File: src/acr_unused_placeholder_none.sv
`timescale 1ns/1ps

File: src/acr_pkg.sv
package acr_pkg;
    // Register byte addresses
    localparam logic [11:0] ADDR_SC = 12'h000;
    localparam logic [11:0] ADDR_RES = 12'h004;
    localparam logic [11:0] ADDR_CLK = 12'h008;
    localparam logic [1:0] ADDR_ALIGN = 2'h0;

    // status_control_reg layout
    localparam int FLAG_BIT = 7;
    localparam int IEN_BIT = 6;
    localparam int CONT_BIT = 5;
    localparam int CH_MSB = 4;
    localparam logic [4:0] CH_RESET = 5'h1f;
    localparam logic [4:0] CH_OFF = 5'h1f;
    localparam logic [4:0] CH_2CAP = 5'h1c;
    localparam logic [4:0] CH_CAP = 5'h1d;
    localparam logic [4:0] CH_2REFL = 5'h1e;
    localparam int PIN_COUNT = 10;

    // clock_select_reg layout
    localparam int DIV_MSB = 7;
    localparam int DIV_LSB = 5;
    localparam int SRC_BIT = 4;
    localparam logic [2:0] DIV_RESET = 3'h0;
    localparam logic SRC_BUS = 1'b1;
    localparam logic SRC_RESET = 1'b0;

    // Conversion sequencing
    localparam int SAR_BITS = 8;
    localparam logic [3:0] STEP_LAST = 4'hf;
    localparam logic [7:0] RESULT_RESET = 8'h00;

    typedef enum logic [1:0] {
        ACR_IDLE = 2'b00,
        ACR_CONV = 2'b01
    } acr_state_t;
endpackage

File: src/acr_adc_control.sv
`timescale 1ns/1ps
// Summary of operation
// - Flag mode: set done per conversion, continuous once
// - Status write or result read clears flag
// - Irq mode: flag bit selects DMA or CPU
// - Interrupt request at conversion end when enabled
// - Status write or result read drops request
// - Reset clears interrupt enable
// - Continuous bit repeats conversions, else one
// - Five-bit channel: ten pins, three references
// - All-ones channel powers converter off
// - Unused channel codes give unspecified result
// - Eight-bit result loaded at each completion
// - Prescaler divides by 1, 2, 4, 8, 16
// - Source bit: 1 bus, 0 oscillator
// - Status write starts a conversion unless its channel is all-ones
// - Conversion lasts 16 conversion clocks
// - Continuous results overwrite unread results
// - Selected pin forced input, reads zero
module acr_adc_control (
    input wire logic sys_clk_i,
    input wire logic srst_i,
    input wire logic [11:0] paddr_i,
    input wire logic psel_i,
    input wire logic penable_i,
    input wire logic pwrite_i,
    input wire logic [31:0] pwdata_i,
    output logic [31:0] prdata_o,
    output logic pready_o,
    output logic pslverr_o,
    input wire logic osc_clk_i,
    input wire logic comp_i,
    output logic [4:0] chan_sel_o,
    output logic power_off_o,
    output logic [7:0] dac_code_o,
    output logic [2:0] ref_node_o,
    output logic [9:0] pin_analog_o,
    input wire logic [9:0] port_rd_i,
    output logic [9:0] port_rd_o,
    output logic cpu_irq_o,
    output logic dma_irq_o
);

    function automatic logic [9:0] pin_decode(input logic [4:0] ch);
        logic [9:0] v;
        v = '0;
        for (int i = 0; i < acr_pkg::PIN_COUNT; i++) begin
            if (ch == 5'(i)) begin
                v[i] = 1'b1;
            end
        end
        return v;
    endfunction

    function automatic logic [3:0] div_last(input logic [2:0] code);
        logic [3:0] v;
        v = 4'hf;
        unique case (code)
            3'h0: v = 4'h0;
            3'h1: v = 4'h1;
            3'h2: v = 4'h3;
            3'h3: v = 4'h7;
            default: v = 4'hf;
        endcase
        return v;
    endfunction

    // Bus decode
    logic setup;
    logic acc_wr;
    logic acc_rd;
    logic hit_sc;
    logic hit_res;
    logic hit_clk;
    logic mapped;
    logic wr_sc;
    logic wr_clk;
    logic rd_res;

    assign hit_sc = paddr_i == acr_pkg::ADDR_SC;
    assign hit_res = paddr_i == acr_pkg::ADDR_RES;
    assign hit_clk = paddr_i == acr_pkg::ADDR_CLK;
    assign mapped = hit_sc | hit_res | hit_clk;
    assign setup = psel_i & ~penable_i;
    assign acc_wr = psel_i & penable_i & pwrite_i;
    assign acc_rd = psel_i & penable_i & ~pwrite_i;
    assign wr_sc = acc_wr & hit_sc;
    assign wr_clk = acc_wr & hit_clk;
    assign rd_res = acc_rd & hit_res;
    // Zero wait states; unmapped or misaligned words answer with an error
    assign pready_o = 1'b1;
    assign pslverr_o = psel_i & penable_i & ~mapped;

    // State
    logic flag_reg, flag_next;
    logic ien_reg, ien_next;
    logic cont_reg, cont_next;
    logic [4:0] ch_reg, ch_next;
    logic [2:0] div_reg, div_next;
    logic src_reg, src_next;
    logic [7:0] result_reg, result_next;
    logic [7:0] trial_reg, trial_next;
    logic [3:0] step_reg, step_next;
    acr_pkg::acr_state_t state_reg, state_next;
    logic first_reg, first_next;
    logic irq_reg, irq_next;
    logic [3:0] pre_reg, pre_next;
    logic osc_s1_reg, osc_s2_reg, osc_s3_reg;
    logic [31:0] prdata_reg, prdata_next;
    logic [9:0] pin_reg;
    logic [2:0] ref_reg;
    logic off_reg;

    logic src_tick;
    logic conv_tick;
    logic done_evt;
    logic start;
    logic wr_ien;
    logic [2:0] bit_idx;

    // Oscillator edge becomes an enable; first stage feeds only the second
    assign src_tick = (src_reg == acr_pkg::SRC_BUS) ? 1'b1 : (osc_s2_reg & ~osc_s3_reg);
    // Compare with >= so a smaller divider after a larger one never waits for a wrap
    assign conv_tick = src_tick && (pre_reg >= div_last(div_reg));
    assign done_evt = (state_reg == acr_pkg::ACR_CONV) && conv_tick
        && (step_reg == acr_pkg::STEP_LAST);
    assign wr_ien = pwdata_i[acr_pkg::IEN_BIT];
    // Power-off code in the written value blocks the start
    assign start = wr_sc && (pwdata_i[acr_pkg::CH_MSB:0] != acr_pkg::CH_OFF);
    assign bit_idx = 3'(acr_pkg::SAR_BITS - 1) - 3'(step_reg[3:1]);

    always_comb begin
        pre_next = pre_reg;
        // A start restarts the prescaler so every conversion clock is a full one
        if (wr_sc) begin
            pre_next = '0;
        end else if (src_tick) begin
            pre_next = conv_tick ? 4'h0 : pre_reg + 4'h1;
        end
    end

    // Control registers
    always_comb begin
        ien_next = ien_reg;
        cont_next = cont_reg;
        ch_next = ch_reg;
        div_next = div_reg;
        src_next = src_reg;
        if (wr_sc) begin
            ien_next = wr_ien;
            cont_next = pwdata_i[acr_pkg::CONT_BIT];
            ch_next = pwdata_i[acr_pkg::CH_MSB:0];
        end
        if (wr_clk) begin
            div_next = pwdata_i[acr_pkg::DIV_MSB:acr_pkg::DIV_LSB];
            src_next = pwdata_i[acr_pkg::SRC_BIT];
        end
    end

    // Sequencer: a status write restarts, the power-off code aborts
    always_comb begin
        state_next = state_reg;
        step_next = step_reg;
        trial_next = trial_reg;
        result_next = result_reg;
        first_next = first_reg;
        if (state_reg == acr_pkg::ACR_CONV && conv_tick) begin
            step_next = step_reg + 4'h1;
            if (!step_reg[0]) begin
                trial_next[bit_idx] = 1'b1;
            end else if (!comp_i) begin
                trial_next[bit_idx] = 1'b0;
            end
        end
        if (done_evt) begin
            result_next = trial_next;
            first_next = 1'b1;
            trial_next = '0;
            step_next = '0;
            if (!(cont_reg && ch_reg != acr_pkg::CH_OFF)) begin
                state_next = acr_pkg::ACR_IDLE;
            end
        end
        if (wr_sc) begin
            first_next = 1'b0;
            trial_next = '0;
            step_next = '0;
            state_next = start ? acr_pkg::ACR_CONV : acr_pkg::ACR_IDLE;
        end
    end

    // Flag and request; a completion in the clearing cycle wins
    always_comb begin
        flag_next = flag_reg;
        irq_next = irq_reg;
        if (wr_sc) begin
            flag_next = wr_ien ? pwdata_i[acr_pkg::FLAG_BIT] : 1'b0;
        end else if (rd_res && !ien_reg) begin
            flag_next = 1'b0;
        end
        if (done_evt && !ien_next && !(cont_reg && first_reg)) begin
            flag_next = 1'b1;
        end
        if (wr_sc || rd_res) begin
            irq_next = 1'b0;
        end
        if (done_evt && ien_reg) begin
            irq_next = 1'b1;
        end
    end

    always_comb begin
        prdata_next = prdata_reg;
        if (setup) begin
            prdata_next = '0;
            unique case (1'b1)
                hit_sc: prdata_next[7:0] = {flag_reg, ien_reg, cont_reg, ch_reg};
                hit_res: prdata_next[7:0] = result_reg;
                hit_clk: prdata_next[7:0] = {div_reg, src_reg, 4'h0};
                default: prdata_next = '0;
            endcase
        end
    end

    always_ff @(posedge sys_clk_i) begin
        if (srst_i) begin
            flag_reg <= 1'b0;
            ien_reg <= 1'b0;
            cont_reg <= 1'b0;
            ch_reg <= acr_pkg::CH_RESET;
            div_reg <= acr_pkg::DIV_RESET;
            src_reg <= acr_pkg::SRC_RESET;
            result_reg <= acr_pkg::RESULT_RESET;
            trial_reg <= '0;
            step_reg <= '0;
            state_reg <= acr_pkg::ACR_IDLE;
            first_reg <= 1'b0;
            irq_reg <= 1'b0;
            pre_reg <= '0;
            osc_s1_reg <= 1'b0;
            osc_s2_reg <= 1'b0;
            osc_s3_reg <= 1'b0;
            prdata_reg <= '0;
            pin_reg <= '0;
            ref_reg <= '0;
            off_reg <= 1'b1;
        end else begin
            flag_reg <= flag_next;
            ien_reg <= ien_next;
            cont_reg <= cont_next;
            ch_reg <= ch_next;
            div_reg <= div_next;
            src_reg <= src_next;
            result_reg <= result_next;
            trial_reg <= trial_next;
            step_reg <= step_next;
            state_reg <= state_next;
            first_reg <= first_next;
            irq_reg <= irq_next;
            pre_reg <= pre_next;
            osc_s1_reg <= osc_clk_i;
            osc_s2_reg <= osc_s1_reg;
            osc_s3_reg <= osc_s2_reg;
            prdata_reg <= prdata_next;
            pin_reg <= pin_decode(ch_next);
            ref_reg <= {ch_next == acr_pkg::CH_2REFL, ch_next == acr_pkg::CH_CAP,
                ch_next == acr_pkg::CH_2CAP};
            off_reg <= ch_next == acr_pkg::CH_OFF;
        end
    end

    assign prdata_o = prdata_reg;
    assign chan_sel_o = ch_reg;
    assign power_off_o = off_reg;
    assign dac_code_o = trial_reg;
    assign ref_node_o = ref_reg;
    assign pin_analog_o = pin_reg;
    // Port logic must also ignore its own writes for the selected pin
    assign port_rd_o = port_rd_i & ~pin_reg;
    assign cpu_irq_o = irq_reg & ~flag_reg;
    assign dma_irq_o = irq_reg & flag_reg;
endmodule

File: config.mk
export PLATFORM = sky130hd
export DESIGN_NAME = acr_adc_control
export DESIGN_NICKNAME = d
export VERILOG_FILES = /design/src/acr_unused_placeholder_none.sv /design/src/acr_pkg.sv /design/src/acr_adc_control.sv
export SDC_FILE = /design/constraint.sdc
export NUM_CORES = 1
export LEC_CHECK = 0
export ABC_AREA = 1
export BUFFER_PORTS_ARGS = -buffer_cell sky130_fd_sc_hd__clkbuf_2
export CAP_MARGIN = 10
export CORE_MARGIN = 2
export CORE_UTILIZATION = 44
export CTS_CLUSTER_DIAMETER = 120
export DETAILED_ROUTE_END_ITERATION = 6
export PLACE_DENSITY_LB_ADDON = 0.05
export SLEW_MARGIN = 30
export SYNTH_ARGS = -nofsm -noshare
export SYNTH_HDL_FRONTEND = slang
export SYNTH_SLANG_ARGS = --single-unit
File: constraint.sdc
create_clock -name sys_clk_i -period 1.8 [get_ports sys_clk_i]
set_input_delay 0.27 -clock sys_clk_i [delete_from_list [all_inputs] [get_ports sys_clk_i]]
set_output_delay 0.27 -clock sys_clk_i [all_outputs]
set_load 0.01 [all_outputs]
==> flow_metrics.env <==
export IMPL_netlist_instances=474
export IMPL_grt_setup_unrepaired="yes"
export IMPL_finish_utilization_pct=57.0
export IMPL_grt_max_degree=22
export IMPL_syn_to_final_growth_pct=26.6
export IMPL_synth_edff_count=0
export IMPL_synthTopCellsByArea="dfxtp_1 (39%), nand2_1 (11%), inv_1 (7.2%)"
export IMPL_drive_gt1_share_pct=28.1
export IMPL_dpl_hpwl_um=6120
export IMPL_comb_power_share_pct=6.4
export IMPL_arrival_ns=1.99
export IMPL_synth_ff_type="dfxtp_1"
export IMPL_drt_first_pass_iters=4
export IMPL_die_area_mm2=0.00808
export IMPL_hp_class="input pin to register"
export IMPL_ant_nets=0
export IMPL_fin_area_mm2=0.00411
export IMPL_antenna_found_initial=0
export IMPL_place_area_mm2=0.00377
export IMPL_ir_drop_uv=450
export IMPL_setup_worst_path_start="div_reg[2]"
export IMPL_num_nets_final=642
export IMPL_ios=134
export IMPL_r2r_setup_slack_ns=0.05
export IMPL_grt_usage_pct=19.6
export IMPL_yosysTopAreaCell="dfxtp_1"
export IMPL_synth_cell_types=31
export IMPL_largest_reg_flops=10
export IMPL_critPathKind="register to register"
export IMPL_m1WireLength_um=3550
export IMPL_fin_cells=679
export IMPL_timing_rr_start="div_reg[2]"
export IMPL_synth_top_area_share_pct=39.5
export IMPL_p_leak_nw=1.93
export IMPL_row_count=31
export IMPL_r2r_end="result_reg[0]"
export IMPL_endpoint="result_reg[0]"
export IMPL_hold_viol=0
export IMPL_viasPerCell=4.74
export IMPL_chipHeight_um=89.9
export IMPL_grt_pass1_wl_um=12700
export IMPL_drt_initial_drc_count=148
export IMPL_routed_wl_um=7990
export IMPL_htreeDepth=3
export IMPL_grt_pass1_vias=2799
export IMPL_initial_core_util_pct=45.0
export IMPL_reg2reg_depth=11
export IMPL_cts_root_buf="clkbuf_8"
export IMPL_ys_seq_area_share_pct=39.5
export IMPL_antennaDiodeCount=0
export IMPL_synth_yosys_warnings=0
export IMPL_route_met2_wl_um=3790
export IMPL_swShare_pct=23.7
export IMPL_setup_violations=0
export IMPL_p_switching_w=0.000683
export IMPL_cts_buffers=9
export IMPL_worstPathRequired_ns=2.04
export IMPL_met3_length_um=489
export IMPL_timing_final_crit_share_pct=97.1
export IMPL_period_minus_slack_ns=1.75
export IMPL_pwr_share_seq_pct=49.3
export IMPL_core_mm2=0.00721
export IMPL_die_w_um=89.9
export IMPL_numClockSinks=64
export IMPL_ys_async_sr_fraction_pct=0
export IMPL_gp_congestion=0.896
export IMPL_outcome="finished, final reports clean"
export IMPL_avgSynthCellArea_um2=6.85
export IMPL_path_max_fanout=6
export IMPL_placed_cells=663
export IMPL_grt_overflow_total=0
export IMPL_p_clk_share_pct=44.2
export IMPL_cellPowerDensity_mw_per_mm2=700
export IMPL_cp_start_kind="register"
export IMPL_wl_per_cell_um=11.8
export IMPL_vias=3217
export IMPL_port_buffers=84
export IMPL_synth_area_mm2=0.00325
export IMPL_cts_tree="yes"
export IMPL_p_int_w=0.00219
export IMPL_drc=0
export IMPL_highest_layer="met4"
export IMPL_timing_fmax_mhz=572
export IMPL_cp_end_kind="register"
export IMPL_ys_seq_elements=64
export IMPL_drv_cap=0
export IMPL_worst_clock_skew_ns=0.00763
export IMPL_slew_violations=0
export IMPL_clk_latency_ns=0.34
export IMPL_ctsLongestPathBuffers=2
export IMPL_clk_pin_slew_ns=0.07
how the worst min path moves through the flow:
stage | start | end | slack (ns) | depth (start not counted)
after global placement | osc_s1_reg | osc_s2_reg | 0.39 | 2
after floorplan | osc_clk_i | osc_s1_reg | 0.38 | 2
after detailed placement | osc_s1_reg | osc_s2_reg | 0.40 | 2
after CTS | osc_clk_i | osc_s1_reg | 0.11 | 3
final | osc_clk_i | osc_s1_reg | 0.11 | 3
after global routing | osc_clk_i | osc_s1_reg | 0.11 | 3
metrics by stage:
| step | power (W) | setup TNS (ns) | hold slack [ns] | setup slack [ns] |
|---|---|---|---|---|
| finish | 0.00288 | 0 | 0.114 | 0.0528 |
| global route | 0.00300 | -0.227 | 0.111 | -0.0469 |
| CTS | 0.00291 | 0 | 0.107 | 0.0129 |
| detailed placement | 0.00164 | 0 | 0.396 | 0.00977 |
| global placement | 0.00164 | 0 | 0.395 | 0.0663 |
| floorplan | 0.00159 | 0 | 0.377 | 0.132 |
power by group through the flow:
stage / clock (W) / combinational [W] / sequential [W]
after global routing: 0.00137 / 0.000208 / 0.00142
final: 0.00127 / 0.000186 / 0.00142
after detailed placement: 0 / 0.000183 / 0.00146
after CTS: 0.00130 / 0.000184 / 0.00142
after floorplan: 0 / 0.000134 / 0.00145
after global placement: 0 / 0.000181 / 0.00146
cells in the mapped netlist (3+ instances only):
| cell | n |
|---|---|
| buf_4 | 25 |
| inv_2 | 3 |
| o31ai_1 | 3 |
| nand2_1 | 96 |
| o21ai_0 | 28 |
| nor2_1 | 60 |
| buf_2 | 4 |
| nand2_2 | 6 |
| inv_1 | 62 |
| dfxtp_1 | 64 |
| clkbuf_1 | 5 |
| clkinv_1 | 5 |
| ha_1 | 6 |
| nor2_2 | 5 |
| nand3_1 | 34 |
| a21oi_1 | 39 |
| nand4_1 | 9 |
critical path, cell delays in order (launching register included):
cell	delay (ns)
dfxtp_4	0.37
inv_4	0.09
nand3_4	0.08
ha_4	0.26
nand4_1	0.10
nand3_2	0.13
nand4_1	0.17
inv_2	0.11
buf_6	0.14
nand3_2	0.10
nand2_1	0.07
inv_1	0.03
cell type report:
| cell class | count | area, um^2 |
|---|---|---|
| Tap cell | 99 | 124 |
| Inverter | 70 | 268 |
| Fill cell | 729 | 3110 |
| Timing Repair Buffer | 102 | 567 |
| Sequential cell | 64 | 1290 |
| Clock buffer | 11 | 151 |
| Clock inverter | 5 | 55.1 |
| Multi-Input combinational cell | 328 | 1650 |
kinds of logic after synthesis:
group                    share of synthesized area, %
buffers and inverters                            15.4
XOR/XNOR                                        0.540
other                                           0.231
AO/OA/AOI/OAI                                    13.0
flip-flops                                       39.5
AND/OR/NAND/NOR                                  29.0
adder cells (fa/ha/maj)                          2.31
timing repair:
item                                   4_1_cts  5_1_grt
gates resized for setup                      2       35
endpoints found under the hold margin        0        0
setup buffers                                0        0
pin swaps                                    0        3
hold buffers                                 0        0
setup endpoints to repair                    1       24
routing by layer:
metal	vias up	track usage [%]
li1	1657	-
met1	1444	24.0
met2	102	32.7
met3	14	5.78
met4	0	7.31
met5	-	0
layout by cell type, fill, tap and decap left out, drive strengths merged, types with 2 or more instances in the layout:
cell type and instances:
nand2 102, clkbuf 95, nor2 67, inv 66, dfxtp 64, a21oi 39
nand3 35, o21ai 31, conb 25, buf 18, nand4 9, clkinv 6
ha 6, o31ai 3, nor3 3, o22ai 2, xor2 2, clkinvlp 2
(Power assumes the default switching activity.)
